**config.mk**
```make
export PLATFORM = sky130hd
export DESIGN_NAME = pmc_power_mode_ctrl
export DESIGN_NICKNAME = d
export VERILOG_FILES = /design/src/shared/pmc_pkg.sv /design/src/design/pmc_power_mode_ctrl.sv
export VERILOG_INCLUDE_DIRS = /design/src /design/src/shared
export SDC_FILE = /design/constraint.sdc
export NUM_CORES = 1
export LEC_CHECK = 0
export BUFFER_PORTS_ARGS = -buffer_cell sky130_fd_sc_hd__buf_2
export CAP_MARGIN = 20
export CORE_MARGIN = 4
export CORE_UTILIZATION = 50
export DETAILED_ROUTE_END_ITERATION = 10
export GPL_TIMING_DRIVEN = 0
export PLACE_DENSITY = 0.93
export SLEW_MARGIN = 20
export SYNTH_ARGS = -nofsm -noshare
export SYNTH_HDL_FRONTEND = slang
export SYNTH_SLANG_ARGS = --single-unit
```
**constraint.sdc**
```tcl
create_clock -name aclk -period 5.2 [get_ports aclk]
set_clock_uncertainty 0.2 [all_clocks]
set_input_delay 0.78 -clock aclk [delete_from_list [all_inputs] [get_ports aclk]]
set_output_delay 0.78 -clock aclk [all_outputs]
set_load 0.03 [all_outputs]
```
**src/shared/pmc_params.svh**
```systemverilog
// Register map, field positions, reset values and timing counts
// Assumes a 40 MHz aclk and 32-bit AXI4-Lite data
`ifndef PMC_PARAMS_SVH
`define PMC_PARAMS_SVH
// Register byte offsets
`define PMC_CTRL_OFF 8'h00
`define PMC_STAT_OFF 8'h04
// Control fields
`define PMC_RUNPOL_LSB 0
`define PMC_LPMODE_LSB 2
`define PMC_LPPOL_LSB 4
`define PMC_CTRL_W 6
`define PMC_CTRL_RST 6'h00
// Low-power mode selector codes
`define PMC_LP_SLEEP 2'h0
`define PMC_LP_STOP 2'h1
`define PMC_LP_STANDBY 2'h2
`define PMC_LP_SHUTDOWN 2'h3
// Status fields
`define PMC_STAT_GRANT 6
`define PMC_STAT_FDOM 7
`define PMC_STAT_LDOM 8
`define PMC_STAT_FOSC 9
`define PMC_STAT_CPU 10
// Oscillator settle time before the processor clock returns
`define PMC_CLK_MHZ 40
`define PMC_SETTLE_NS 1000
`define PMC_SETTLE_CYC ((`PMC_SETTLE_NS * `PMC_CLK_MHZ + 999) / 1000)
`endif

```
**src/shared/pmc_pkg.sv**
```systemverilog
// Types shared by the power mode controller
// Assumes pmc_params.svh for register and timing constants; mode and rate encodings are defined here
package pmc_pkg;
  // Operating mode, one-hot
  typedef enum logic [5:0] {
    ST_RUN = 6'h01,
    ST_SLEEP = 6'h02,
    ST_STOP = 6'h04,
    ST_STANDBY = 6'h08,
    ST_SHUTDOWN = 6'h10,
    ST_WAKE = 6'h20
  } pmc_state_type;
  // Low-power bus clock rate
  typedef enum logic [1:0] {
    RATE_FULL = 2'h0,
    RATE_CAP4M = 2'h1,
    RATE_32K = 2'h2
  } pmc_rate_type;
endpackage

```
**src/design/pmc_power_mode_ctrl.sv**
```systemverilog
// Power mode controller: mode state machine, clock/power steering, AXI4-Lite registers
// Assumes wait_instr comes from logic on aclk; wake and request inputs are asynchronous
`timescale 1ns/10ps
`include "pmc_params.svh"

module pmc_power_mode_ctrl #(
  parameter int ADDR_W = 8,
  parameter int SETTLE_CYC = `PMC_SETTLE_CYC
) (
  // Clock and reset
  input wire logic aclk,
  input wire logic aresetn,
  // AXI4-Lite write address and data
  input wire logic awvalid,
  output logic awready,
  input wire logic [ADDR_W-1:0] awaddr,
  input wire logic [2:0] awprot,
  input wire logic wvalid,
  output logic wready,
  input wire logic [31:0] wdata,
  input wire logic [3:0] wstrb,
  // AXI4-Lite write response
  output logic bvalid,
  input wire logic bready,
  output logic [1:0] bresp,
  // AXI4-Lite read
  input wire logic arvalid,
  output logic arready,
  input wire logic [ADDR_W-1:0] araddr,
  input wire logic [2:0] arprot,
  output logic rvalid,
  input wire logic rready,
  output logic [31:0] rdata,
  output logic [1:0] rresp,
  // Processor and peripheral events
  input wire logic wait_instr,
  input wire logic wake_event,
  input wire logic fast_clk_req,
  input wire logic external_reset_pin_n,
  input wire logic debug_wire_active,
  input wire logic io_level_match,
  // Power and oscillator controls
  output logic core_regulator_en,
  output logic fast_power_domain_en,
  output logic low_power_domain_en,
  output logic fast_internal_osc_en,
  output logic fast_osc_gear_4mhz,
  output logic slow_internal_osc_en,
  // Clock steering
  output logic main_clock_en,
  output logic main_clock_from_fast,
  output logic processor_clock_en,
  output logic low_power_bus_clock_en,
  output logic [1:0] low_power_bus_clock_rate,
  output logic slow_clock_en,
  output logic basic_timers_pair_clk_en,
  output logic other_lp_periph_clk_en,
  output logic fast_clk_grant
);

  pmc_pkg::pmc_state_type state;
  pmc_pkg::pmc_state_type next_state;
  logic [4:0] sync_meta;
  logic [4:0] sync_q;
  logic wake_s;
  logic req_s;
  logic shut_wake;
  logic [`PMC_CTRL_W-1:0] ctrl;
  logic [1:0] run_pol;
  logic [1:0] lp_mode;
  logic [1:0] lp_pol;
  logic [7:0] settle_cnt;
  logic aw_held;
  logic w_held;
  logic [ADDR_W-1:0] aw_addr_q;
  logic [31:0] w_data_q;
  logic [3:0] w_strb_q;
  logic [31:0] stat_word;
  logic next_reg;
  logic next_fdom;
  logic next_ldom;
  logic next_fosc;
  logic next_gear;
  logic next_sosc;
  logic next_main;
  logic next_main_fast;
  logic next_cpu;
  logic next_lpbus;
  pmc_pkg::pmc_rate_type next_rate;
  logic next_slow;
  logic next_other;
  logic next_grant;

  // Two-flop synchronisers for all asynchronous inputs
  always_ff @(posedge aclk) begin
    if (!aresetn) begin
      sync_meta <= 5'h00;
      sync_q <= 5'h00;
    end else begin
      sync_meta <= {io_level_match, debug_wire_active, ~external_reset_pin_n,
                    fast_clk_req, wake_event};
      sync_q <= sync_meta;
    end
  end

  assign wake_s = sync_q[0];
  assign req_s = sync_q[1];
  assign shut_wake = |sync_q[4:2];
  assign run_pol = ctrl[`PMC_RUNPOL_LSB +: 2];
  assign lp_mode = ctrl[`PMC_LPMODE_LSB +: 2];
  assign lp_pol = ctrl[`PMC_LPPOL_LSB +: 2];

  // Mode transitions
  always_comb begin
    next_state = state;
    unique case (state)
      pmc_pkg::ST_RUN: begin
        if (wait_instr) begin
          unique case (lp_mode)
            `PMC_LP_SLEEP: next_state = pmc_pkg::ST_SLEEP;
            `PMC_LP_STOP: next_state = pmc_pkg::ST_STOP;
            `PMC_LP_STANDBY: next_state = pmc_pkg::ST_STANDBY;
            default: next_state = pmc_pkg::ST_SHUTDOWN;
          endcase
        end
      end
      pmc_pkg::ST_SLEEP, pmc_pkg::ST_STOP, pmc_pkg::ST_STANDBY: begin
        if (wake_s) begin
          next_state = pmc_pkg::ST_WAKE;
        end
      end
      pmc_pkg::ST_SHUTDOWN: begin
        if (shut_wake) begin
          next_state = pmc_pkg::ST_WAKE;
        end
      end
      pmc_pkg::ST_WAKE: begin
        if (settle_cnt >= 8'(SETTLE_CYC - 1)) begin
          next_state = pmc_pkg::ST_RUN;
        end
      end
      default: next_state = pmc_pkg::ST_RUN;
    endcase
  end

  // Mode register
  always_ff @(posedge aclk) begin
    if (!aresetn) begin
      state <= pmc_pkg::ST_RUN;
    end else begin
      state <= next_state;
    end
  end

  // Settle counter while domains and oscillators come back
  always_ff @(posedge aclk) begin
    if (!aresetn) begin
      settle_cnt <= 8'h00;
    end else if (state == pmc_pkg::ST_WAKE) begin
      settle_cnt <= settle_cnt + 8'h01;
    end else begin
      settle_cnt <= 8'h00;
    end
  end

  // Power and clock settings for the mode being entered
  always_comb begin
    next_reg = 1'b1;
    next_fdom = 1'b0;
    next_ldom = 1'b1;
    next_fosc = 1'b0;
    next_gear = 1'b0;
    next_sosc = 1'b1;
    next_main = 1'b0;
    next_main_fast = 1'b0;
    next_cpu = 1'b0;
    next_lpbus = 1'b1;
    next_rate = pmc_pkg::RATE_FULL;
    next_slow = 1'b1;
    next_other = 1'b1;
    next_grant = 1'b0;
    unique case (next_state)
      pmc_pkg::ST_RUN, pmc_pkg::ST_WAKE: begin
        next_fdom = 1'b1;
        next_fosc = (run_pol < 2'h2);
        next_main = 1'b1;
        next_main_fast = (run_pol == 2'h0);
        next_cpu = (next_state == pmc_pkg::ST_RUN);
      end
      pmc_pkg::ST_SLEEP: begin
        next_fdom = 1'b1;
        next_fosc = (lp_pol < 2'h2);
        next_main = 1'b1;
        next_main_fast = (lp_pol == 2'h0);
      end
      pmc_pkg::ST_STOP: begin
        if (lp_pol == 2'h0) begin
          next_fosc = (run_pol < 2'h2);
          next_rate = pmc_pkg::RATE_CAP4M;
        end else if (lp_pol == 2'h1) begin
          next_fosc = 1'b1;
          next_gear = 1'b1;
          next_rate = pmc_pkg::RATE_CAP4M;
        end else begin
          next_rate = pmc_pkg::RATE_32K;
        end
      end
      pmc_pkg::ST_STANDBY: begin
        next_rate = pmc_pkg::RATE_32K;
        next_other = (lp_pol == 2'h0);
      end
      default: begin
        next_reg = 1'b0;
        next_ldom = 1'b0;
        next_sosc = 1'b0;
        next_lpbus = 1'b0;
        next_slow = 1'b0;
        next_other = 1'b0;
      end
    endcase
    // Fast clock request lifts the bus to full speed in stop and standby
    if (req_s && (next_state == pmc_pkg::ST_STOP || next_state == pmc_pkg::ST_STANDBY)) begin
      next_grant = 1'b1;
      next_fosc = 1'b1;
      next_gear = 1'b0;
      next_rate = pmc_pkg::RATE_FULL;
      next_other = 1'b1;
    end
  end

  // Registered power and clock outputs
  always_ff @(posedge aclk) begin
    if (!aresetn) begin
      core_regulator_en <= 1'b1;
      fast_power_domain_en <= 1'b1;
      low_power_domain_en <= 1'b1;
      fast_internal_osc_en <= 1'b1;
      fast_osc_gear_4mhz <= 1'b0;
      slow_internal_osc_en <= 1'b1;
      main_clock_en <= 1'b1;
      main_clock_from_fast <= 1'b1;
      processor_clock_en <= 1'b1;
      low_power_bus_clock_en <= 1'b1;
      low_power_bus_clock_rate <= pmc_pkg::RATE_FULL;
      slow_clock_en <= 1'b1;
      basic_timers_pair_clk_en <= 1'b1;
      other_lp_periph_clk_en <= 1'b1;
      fast_clk_grant <= 1'b0;
    end else begin
      core_regulator_en <= next_reg;
      fast_power_domain_en <= next_fdom;
      low_power_domain_en <= next_ldom;
      fast_internal_osc_en <= next_fosc;
      fast_osc_gear_4mhz <= next_gear;
      slow_internal_osc_en <= next_sosc;
      main_clock_en <= next_main;
      main_clock_from_fast <= next_main_fast;
      processor_clock_en <= next_cpu;
      low_power_bus_clock_en <= next_lpbus;
      low_power_bus_clock_rate <= next_rate;
      slow_clock_en <= next_slow;
      basic_timers_pair_clk_en <= next_lpbus;
      other_lp_periph_clk_en <= next_other;
      fast_clk_grant <= next_grant;
    end
  end

  // Write channel acceptance, address and data in either order
  assign awready = !aw_held && !bvalid;
  assign wready = !w_held && !bvalid;
  assign arready = !rvalid;

  always_ff @(posedge aclk) begin
    if (!aresetn) begin
      aw_held <= 1'b0;
      aw_addr_q <= '0;
    end else if (awvalid && awready) begin
      aw_held <= 1'b1;
      aw_addr_q <= awaddr;
    end else if (aw_held && w_held) begin
      aw_held <= 1'b0;
    end
  end

  always_ff @(posedge aclk) begin
    if (!aresetn) begin
      w_held <= 1'b0;
      w_data_q <= 32'h0000_0000;
      w_strb_q <= 4'h0;
    end else if (wvalid && wready) begin
      w_held <= 1'b1;
      w_data_q <= wdata;
      w_strb_q <= wstrb;
    end else if (aw_held && w_held) begin
      w_held <= 1'b0;
    end
  end

  // Control register write and write response
  always_ff @(posedge aclk) begin
    if (!aresetn) begin
      ctrl <= `PMC_CTRL_RST;
      bvalid <= 1'b0;
      bresp <= 2'h0;
    end else if (aw_held && w_held) begin
      bvalid <= 1'b1;
      if (aw_addr_q[ADDR_W-1:2] == `PMC_CTRL_OFF >> 2) begin
        bresp <= 2'h0;
        if (w_strb_q[0]) begin
          ctrl <= w_data_q[`PMC_CTRL_W-1:0];
        end
      end else if (aw_addr_q[ADDR_W-1:2] == `PMC_STAT_OFF >> 2) begin
        bresp <= 2'h0;
      end else begin
        bresp <= 2'h2;
      end
    end else if (bvalid && bready) begin
      bvalid <= 1'b0;
    end
  end

  // Status word shows live mode and controls
  always_comb begin
    stat_word = 32'h0000_0000;
    stat_word[5:0] = state;
    stat_word[`PMC_STAT_GRANT] = fast_clk_grant;
    stat_word[`PMC_STAT_FDOM] = fast_power_domain_en;
    stat_word[`PMC_STAT_LDOM] = low_power_domain_en;
    stat_word[`PMC_STAT_FOSC] = fast_internal_osc_en;
    stat_word[`PMC_STAT_CPU] = processor_clock_en;
  end

  // Read channel
  always_ff @(posedge aclk) begin
    if (!aresetn) begin
      rvalid <= 1'b0;
      rdata <= 32'h0000_0000;
      rresp <= 2'h0;
    end else if (arvalid && arready) begin
      rvalid <= 1'b1;
      rresp <= 2'h0;
      if (araddr[ADDR_W-1:2] == `PMC_CTRL_OFF >> 2) begin
        rdata <= {26'h0, ctrl};
      end else if (araddr[ADDR_W-1:2] == `PMC_STAT_OFF >> 2) begin
        rdata <= stat_word;
      end else begin
        rdata <= 32'h0000_0000;
        rresp <= 2'h2;
      end
    end else if (rvalid && rready) begin
      rvalid <= 1'b0;
    end
  end
endmodule // pmc_power_mode_ctrl

```
==> metrics.txt, run 1 <==
# TYPE chip_impl_metric gauge
chip_impl_metric{name="largest_fanout_on_the_critical_path",unit=""} 6
chip_impl_metric{name="first_iter_violations",unit=""} 110
chip_impl_metric{name="clock_tree.htree_level_count",unit=""} 3
chip_impl_metric{name="wl_met1",unit="um"} 2630
chip_impl_metric{name="route.met3.wl",unit="um"} 504
chip_impl_metric{name="via_density_per_instance",unit=""} 4.86
chip_impl_metric{name="clockBufferDepth",unit=""} 2
chip_impl_metric{name="number_of_different_library_cells_in_the_post_synthesis_netlist",unit=""} 53
chip_impl_info{name="worst_setup_path_end_kind",value="register"} 1
chip_impl_metric{name="cts_buffers",unit=""} 9
chip_impl_metric{name="hold_path_depth",unit=""} 1
chip_impl_metric{name="avgSynthCellArea",unit="sq um"} 10.0
chip_impl_metric{name="wl_per_cell",unit="um"} 12.9
chip_impl_metric{name="io_buf_count",unit=""} 64
chip_impl_metric{name="clkPwrFrac",unit=""} 0.403
chip_impl_metric{name="gp_routability_congestion",unit=""} 0.873
chip_impl_metric{name="critical_path.n_buffers_inverters",unit=""} 0
chip_impl_metric{name="core_area",unit="sq um"} 5890
chip_impl_metric{name="setup-tns-final",unit="ps"} 0
chip_impl_info{name="worst-setup-path-type",value="register to register"} 1
chip_impl_metric{name="slowest_delay",unit="ps"} 530
chip_impl_metric{name="r2r.worst_path.cells",unit=""} 6
chip_impl_metric{name="diode_insertion_count_for_antenna_repair",unit=""} 0
chip_impl_info{name="setup_repair_after_global_routing_missed_its_margin",value="false"} 1
chip_impl_metric{name="sequentialPowerShare",unit=""} 0.475
chip_impl_metric{name="cts-hold-fix-buffers",unit=""} 0
chip_impl_metric{name="dpl-instance-area",unit="sq um"} 3510
chip_impl_metric{name="cts_post_setup_buffers_inserted",unit=""} 0
chip_impl_metric{name="worst_pin_slew",unit="ps"} 595
chip_impl_metric{name="grt_overflow",unit=""} 0
chip_impl_metric{name="timing_max_transition_violations_final",unit=""} 0
chip_impl_metric{name="synth_seq_cells",unit=""} 70
chip_impl_metric{name="synth_cells",unit=""} 301
chip_impl_metric{name="timing.max_cap.violations",unit=""} 0
chip_impl_metric{name="first_pass_grt_wire_length",unit="um"} 10200
chip_impl_metric{name="cts.reportedPaths.clkPinSlew",unit="ps"} 70
chip_impl_info{name="hold_start",value="sync_meta[2]"} 1
chip_impl_metric{name="reg2reg_slack",unit="ps"} 2760
chip_impl_info{name="hp-class",value="register to register"} 1
chip_impl_metric{name="power.combinational.fraction",unit=""} 0.122
chip_impl_metric{name="worstPathArrival",unit="ps"} 2470
chip_impl_info{name="worst_hold_path.endpoint",value="sync_q[2]"} 1
chip_impl_metric{name="route.detailed.drc",unit=""} 0
chip_impl_metric{name="synth_warnings",unit=""} 0
chip_impl_metric{name="total_track_usage",unit=""} 0.175
chip_impl_info{name="synth.largest_area_cell",value="sky130_fd_sc_hd__dfxtp_1"} 1
chip_impl_metric{name="floorplan.initialDensity",unit=""} 0.512
chip_impl_metric{name="vias",unit=""} 2319
chip_impl_metric{name="routed_wl",unit="um"} 6180
chip_impl_metric{name="power_report.internal_total",unit="W"} 0.000907
chip_impl_metric{name="critical_path_required",unit="ps"} 5230
chip_impl_metric{name="number_of_setup_violations_in_the_final_report",unit=""} 0
chip_impl_info{name="cells_taking_the_most_area_after_synthesis",value="sky130_fd_sc_hd__dfxtp_1, sky130_fd_sc_hd__nor2b_1, sky130_fd_sc_hd__buf_4, sky130_fd_sc_hd__mux2i_1, sky130_fd_sc_hd__a22oi_1"} 1
chip_impl_info{name="startpoint_type",value="register"} 1
chip_impl_metric{name="timing.slew.headroom",unit=""} 0.600
chip_impl_info{name="synth.top_cells.by_count",value="sky130_fd_sc_hd__dfxtp_1, sky130_fd_sc_hd__nor2b_1, sky130_fd_sc_hd__buf_4"} 1
chip_impl_metric{name="syn-cell-area",unit="sq um"} 3020
chip_impl_metric{name="final_hold_viol_count",unit=""} 0
chip_impl_metric{name="num_io_pins",unit=""} 128
chip_impl_info{name="status",value="complete, no violations"} 1
chip_impl_metric{name="timing.final.crit_period",unit="ps"} 2440
chip_impl_metric{name="cellLeakagePower",unit="nW"} 1.72
chip_impl_metric{name="netSwitchingPower",unit="W"} 0.000285
chip_impl_metric{name="synth-async-reset-ratio",unit=""} 0
chip_impl_metric{name="layout-area-overhead-vs-synth",unit="%"} 23.8
chip_impl_metric{name="fin_area",unit="sq um"} 3730
chip_impl_info{name="cts_tree",value="built"} 1
chip_impl_metric{name="layout-drive-gt1-share",unit=""} 0.321
chip_impl_info{name="synthMostInstantiatedCell",value="sky130_fd_sc_hd__dfxtp_1"} 1
chip_impl_metric{name="synth-seq-area-share",unit=""} 0.465
chip_impl_info{name="timing.critical_path.from",value="state[5]"} 1
chip_impl_metric{name="die_w",unit="um"} 85.7
chip_impl_metric{name="post_synth_top_area_share",unit=""} 0.465
chip_impl_metric{name="power.ir.vdd_worst",unit="mV"} 0.220
chip_impl_info{name="ctsRootBufferMaster",value="sky130_fd_sc_hd__clkbuf_8"} 1
chip_impl_metric{name="met2_length",unit="um"} 2910
chip_impl_metric{name="drt.antenna.violating_nets",unit=""} 0
chip_impl_metric{name="die-area",unit="sq um"} 7340
chip_impl_info{name="timing.critical_path.cells",value="nor3_1, nand3_1, and4_4, o41a_2, nor3b_2, and2_1"} 1
chip_impl_metric{name="clk-insertion-delay-late",unit="ps"} 340
chip_impl_metric{name="post_cts_resized",unit=""} 0
chip_impl_metric{name="power-per-cell-area",unit="nW/um^2"} 319
chip_impl_metric{name="antenna_violations_before_repair",unit=""} 0
chip_impl_metric{name="grt_start_max_net_pins",unit=""} 12
chip_impl_metric{name="drt_pre_antenna_iters",unit=""} 4
chip_impl_metric{name="fmaxAchievable",unit="MHz"} 409
chip_impl_metric{name="design_power_total",unit="W"} 0.00119
chip_impl_metric{name="timing.hold.ws",unit="ps"} 239
chip_impl_info{name="worstReg2RegEnd",value="fast_osc_gear_4mhz"} 1
chip_impl_info{name="critical-path-top-delay-family",value="simple AND/OR/NAND/NOR gates"} 1
chip_impl_metric{name="swShare",unit=""} 0.239
chip_impl_metric{name="std_cell_rows",unit=""} 28
chip_impl_info{name="worst_r2r_startpoint",value="state[5]"} 1
chip_impl_metric{name="dp_hpwl",unit="um"} 4760
chip_impl_info{name="synthFlopType",value="sky130_fd_sc_hd__dfxtp_1"} 1
chip_impl_metric{name="first_global_vias",unit=""} 2268
chip_impl_metric{name="tritoncts_sinks",unit=""} 70
chip_impl_metric{name="dieHeight",unit="um"} 85.7
chip_impl_metric{name="nets",unit=""} 470
chip_impl_metric{name="layout_worst_path_cycle_share",unit=""} 0.470
chip_impl_metric{name="number_of_flops_mapped_to_enable_cells_by_yosys",unit=""} 0
chip_impl_info{name="top_signal_layer_used",value="met4"} 1
chip_impl_info{name="cp_max_stage_cell",value="sky130_fd_sc_hd__nor3_1"} 1
==> worst max-delay path by stage <==
stage                              end  slack (ps)  cells after the start
detailed placement  fast_osc_gear_4mhz        2500                      7
global route        fast_osc_gear_4mhz        2600                      6
CTS                 fast_osc_gear_4mhz        2780                      6
global placement    fast_osc_gear_4mhz        2510                      7
floorplan           fast_osc_gear_4mhz        2720                      6
finish              fast_osc_gear_4mhz        2760                      6
==> power groups by stage <==
stage | clock network, W | registers (W) | logic (W)
6_report | 0.000480 | 0.000566 | 0.000146
5_1_grt | 0.000513 | 0.000567 | 0.000158
4_1_cts | 0.000489 | 0.000566 | 0.000145
3_5_place_dp | 0 | 0.000578 | 0.000145
3_3_place_gp | 0 | 0.000577 | 0.000142
2_1_floorplan | 0 | 0.000585 | 0.000102
==> layout make-up <==
type / count / area (sq um)
clock buffer: 11 / 151
inverter: 4 / 15.0
clock inverter: 4 / 70.1
multi-input combinational: 207 / 1400
tap: 75 / 93.8
timing repair buffer: 64 / 320
sequential: 70 / 1400
fill: 483 / 2150
buffer: 42 / 283
==> registers in the layout, summed over array words and instances (netlist names), 2 cells and up <==
register and cells:
sync_meta 5, low_power_bus_clock_rate 2, sync_q 5, state 6
w_data_q 6, ctrl 6, settle_cnt 8, rdata 11
aw_addr_q 6
==> metal layers <==
layer | vias to the layer above | track usage
li1 | 1169 | -
met1 | 1062 | 0.208
met2 | 77 | 0.288
met3 | 11 | 0.0519
met4 | 0 | 0.0849
met5 | - | 0
==> logic make-up (layout without fill, tap and decap cells) <==
logic type | Yosys count | after routing | synth area share
muxes | 25 | 25 | 0.0855
adders and majority gates | 1 | 1 | 0.00415
other | 1 | 23 | 0.00124
AOI/OAI and AO/OA | 40 | 40 | 0.102
DFF | 70 | 70 | 0.465
xor gates and xnor gates | 7 | 7 | 0.0203
and+or+nand+nor | 111 | 111 | 0.224
buffers and inverters | 46 | 125 | 0.0988
==> placed cells by master, fill, tap and decap left out, types with 6 or more instances in the layout <==
cell type,Yosys,final
sky130_fd_sc_hd__a22oi_1,12,12
sky130_fd_sc_hd__and2_1,14,14
sky130_fd_sc_hd__buf_2,1,65
sky130_fd_sc_hd__buf_4,29,29
sky130_fd_sc_hd__clkbuf_1,10,10
sky130_fd_sc_hd__clkbuf_8,0,11
sky130_fd_sc_hd__conb_1,1,23
sky130_fd_sc_hd__dfxtp_1,70,70
sky130_fd_sc_hd__mux2_2,6,6
sky130_fd_sc_hd__mux2i_1,19,19
sky130_fd_sc_hd__nand2_1,7,7
sky130_fd_sc_hd__nand3_1,9,9
sky130_fd_sc_hd__nor2_1,17,17
sky130_fd_sc_hd__nor2b_1,36,36
sky130_fd_sc_hd__o21ai_0,7,7
==> per-stage QoR <==
stage                util  setup slack [ps]  instances
finish              0.634              2760        477
global route        0.634              2600        477
CTS                 0.634              2780        477
detailed placement  0.597              2500        462
global placement    0.597              2510        462
floorplan               -              2720        323
Note: power is estimated with default switching activity, not from simulation.
==> run 2, diff against run 1 <==
- CORE_UTILIZATION: 50 -> 43
- PLACE_DENSITY: 0.93 -> 0.86
- clock period: 5.2 -> 2.2 ns (I/O delays scaled with it)
==> metrics.txt, run 2 (same netlist as run 1, synthesis figures left out) <==
# TYPE chip_impl_metric gauge
chip_impl_metric{name="layout.cells.non_filler",unit=""} 506
chip_impl_metric{name="wl_per_cell",unit="um"} 13.1
chip_impl_metric{name="reg2reg_slack",unit="ps"} -50
chip_impl_info{name="final_cell_mix",value="sky130_fd_sc_hd__dfxtp_1, sky130_fd_sc_hd__buf_2, sky130_fd_sc_hd__nor2b_1, sky130_fd_sc_hd__buf_4, sky130_fd_sc_hd__conb_1"} 1
chip_impl_metric{name="dp_hpwl",unit="um"} 4770
chip_impl_metric{name="fin_area",unit="sq um"} 3870
chip_impl_metric{name="layout-drive-gt1-share",unit=""} 0.339
chip_impl_metric{name="number_of_setup_violations_in_the_final_report",unit=""} 2
chip_impl_metric{name="dieHeight",unit="um"} 91.7
chip_impl_metric{name="grt_start_max_net_pins",unit=""} 14
chip_impl_metric{name="setup-tns-final",unit="ps"} -80.4
chip_impl_info{name="worst_setup_path_end_kind",value="register"} 1
chip_impl_metric{name="first_global_vias",unit=""} 2287
chip_impl_metric{name="floorplan.initialDensity",unit=""} 0.444
chip_impl_metric{name="layout-area-overhead-vs-synth",unit="%"} 28.5
chip_impl_metric{name="worst_pin_slew",unit="ps"} 569
chip_impl_info{name="top_reg_by_flops",value="rdata"} 1
chip_impl_metric{name="timing.final.ws_setup",unit="ps"} -48.2
chip_impl_metric{name="grt_overflow",unit=""} 0
chip_impl_metric{name="timing_max_transition_violations_final",unit=""} 0
chip_impl_metric{name="timing.final.crit_period",unit="ps"} 2250
chip_impl_info{name="ctsRootBufferMaster",value="sky130_fd_sc_hd__clkbuf_8"} 1
chip_impl_metric{name="largest_fanout_on_the_critical_path",unit=""} 5
chip_impl_info{name="biggestRegsByFlops",value="rdata (11), settle_cnt (8)"} 1
chip_impl_metric{name="clockBufferDepth",unit=""} 2
chip_impl_metric{name="die-area",unit="sq um"} 8420
chip_impl_metric{name="core_area",unit="sq um"} 6790
chip_impl_metric{name="route.detailed.drc",unit=""} 0
chip_impl_metric{name="diode_insertion_count_for_antenna_repair",unit=""} 0
chip_impl_metric{name="drt_pre_antenna_iters",unit=""} 4
chip_impl_metric{name="gp_routability_congestion",unit=""} 0.910
chip_impl_metric{name="total_track_usage",unit=""} 0.159
chip_impl_info{name="status",value="finished, violations left"} 1
chip_impl_metric{name="dpl-instance-area",unit="sq um"} 3540
chip_impl_info{name="hp-class",value="primary input to register"} 1
chip_impl_metric{name="routed_wl",unit="um"} 6630
chip_impl_metric{name="power.ir.vdd_worst",unit="mV"} 0.468
chip_impl_metric{name="io_buf_count",unit=""} 64
chip_impl_metric{name="std_cell_rows",unit=""} 30
chip_impl_info{name="cts_tree",value="built"} 1
chip_impl_info{name="final_common_cell",value="sky130_fd_sc_hd__dfxtp_1"} 1
chip_impl_metric{name="power-per-cell-area",unit="nW/um^2"} 733
chip_impl_metric{name="final_hold_viol_count",unit=""} 0
chip_impl_metric{name="wl_met1",unit="um"} 2870
chip_impl_metric{name="route.met3.wl",unit="um"} 548
chip_impl_metric{name="cts.reportedPaths.clkPinSlew",unit="ps"} 80
chip_impl_metric{name="drt.antenna.violating_nets",unit=""} 0
chip_impl_metric{name="clock_tree.htree_level_count",unit=""} 3
chip_impl_metric{name="met2_length",unit="um"} 3100
chip_impl_metric{name="nets",unit=""} 477
chip_impl_metric{name="fillerInstances",unit=""} 593
chip_impl_info{name="worst-setup-path-type",value="register to register"} 1
chip_impl_info{name="startpoint_type",value="register"} 1
chip_impl_info{name="setup_repair_after_global_routing_missed_its_margin",value="true"} 1
chip_impl_info{name="top_signal_layer_used",value="met4"} 1
chip_impl_metric{name="vias",unit=""} 2390
chip_impl_metric{name="antenna_violations_before_repair",unit=""} 0
chip_impl_info{name="violations",value="negative setup slack"} 1
chip_impl_metric{name="tritoncts_sinks",unit=""} 70
chip_impl_metric{name="first_pass_grt_wire_length",unit="um"} 10700
chip_impl_metric{name="placed_cells_incl_taps",unit=""} 483
chip_impl_metric{name="die_w",unit="um"} 91.7
chip_impl_metric{name="clk-insertion-delay-late",unit="ps"} 350
chip_impl_metric{name="first_iter_violations",unit=""} 125
chip_impl_metric{name="timing.max_cap.violations",unit=""} 0
chip_impl_metric{name="timing.slew.headroom",unit=""} 0.621
chip_impl_metric{name="via_density_per_instance",unit=""} 4.72
chip_impl_metric{name="worstPathArrival",unit="ps"} 2310
chip_impl_metric{name="timing.hold.ws",unit="ps"} 16.4
chip_impl_metric{name="cellLeakagePower",unit="nW"} 1.76
chip_impl_metric{name="cts_buffers",unit=""} 9
chip_impl_metric{name="fmaxAchievable",unit="MHz"} 445
chip_impl_metric{name="layout_worst_path_cycle_share",unit=""} 1.02
chip_impl_metric{name="place_ws",unit="ps"} -189
chip_impl_metric{name="largest_register_ff_count",unit=""} 11
chip_impl_metric{name="critical_path_required",unit="ps"} 2260
chip_impl_metric{name="num_io_pins",unit=""} 128
==> run 2: cell count changes in the layout (fill, tap and decap cells not counted), moves of 2 or more <==
cell	before	now
sky130_fd_sc_hd__buf_4	29	33
sky130_fd_sc_hd__inv_6	0	2
sky130_fd_sc_hd__o21ai_0	7	5
sky130_fd_sc_hd__dfxtp_2	0	2
sky130_fd_sc_hd__clkbuf_8	11	9
sky130_fd_sc_hd__dfxtp_4	0	3
sky130_fd_sc_hd__dfxtp_1	70	65
sky130_fd_sc_hd__dlygate4sd3_1	0	5
==> run 2: worst max-delay path: stages, from the launching register on <==
cell and delay [ps]:
sky130_fd_sc_hd__dfxtp_4 370, sky130_fd_sc_hd__or4_4 530, sky130_fd_sc_hd__or3b_4 420, sky130_fd_sc_hd__o22ai_4 160
sky130_fd_sc_hd__a21oi_4 100, sky130_fd_sc_hd__o21a_1 190, sky130_fd_sc_hd__o211ai_1 180
==> run 2: where the power goes <==
group / internal [W] / switching [W] / total [W]
registers: 0.00131 / 0.0000284 / 0.00134
logic: 0.000153 / 0.000206 / 0.000360
clock network: 0.000644 / 0.000501 / 0.00114
==> run 2: timing repair <==
| action | CTS | global route |
|---|---|---|
| endpoints found under the hold margin | 5 | 0 |
| gates cloned | 0 | 0 |
| pin swaps | 7 | 5 |
| setup buffers | 3 | 1 |
| endpoints found under the setup margin | 6 | 6 |
| gates resized for setup | 8 | 8 |
| hold buffers | 5 | 0 |
==> run 2: metal layers <==
layer	up-vias	global-route usage
li1	1188	-
met1	1092	0.189
met2	96	0.261
met3	14	0.0574
met4	0	0.0606
met5	-	0
==> run 2: through the flow <==
step | power (W) | utilization
after floorplan | 0.00162 | -
after global placement | 0.00170 | 0.521
after detailed placement | 0.00171 | 0.521
after CTS | 0.00286 | 0.565
after global routing | 0.00296 | 0.570
final | 0.00284 | 0.570
==> run 2: final timing paths <==
| check | startpoint | endpoint | depth (start not counted) |
|---|---|---|---|
| worst max register to register | state[1] | fast_internal_osc_en | 6 |
| worst max-delay path | state[1] | fast_internal_osc_en | 6 |
| worst min register to register | sync_meta[1] | sync_q[1] | 1 |
| worst min-delay path | arvalid | rvalid | 2 |
==> run 2: final cells by class <==
type | count | area [sq um] | share of cell area
buffer | 40 | 267 | 0.0688
clock buffer | 9 | 124 | 0.0320
clock inverter | 7 | 96.3 | 0.0249
inverter | 4 | 15.0 | 0.00387
multi-input combinational | 207 | 1440 | 0.371
sequential | 70 | 1420 | 0.365
tap | 96 | 120 | 0.0310
timing repair buffer | 73 | 400 | 0.103
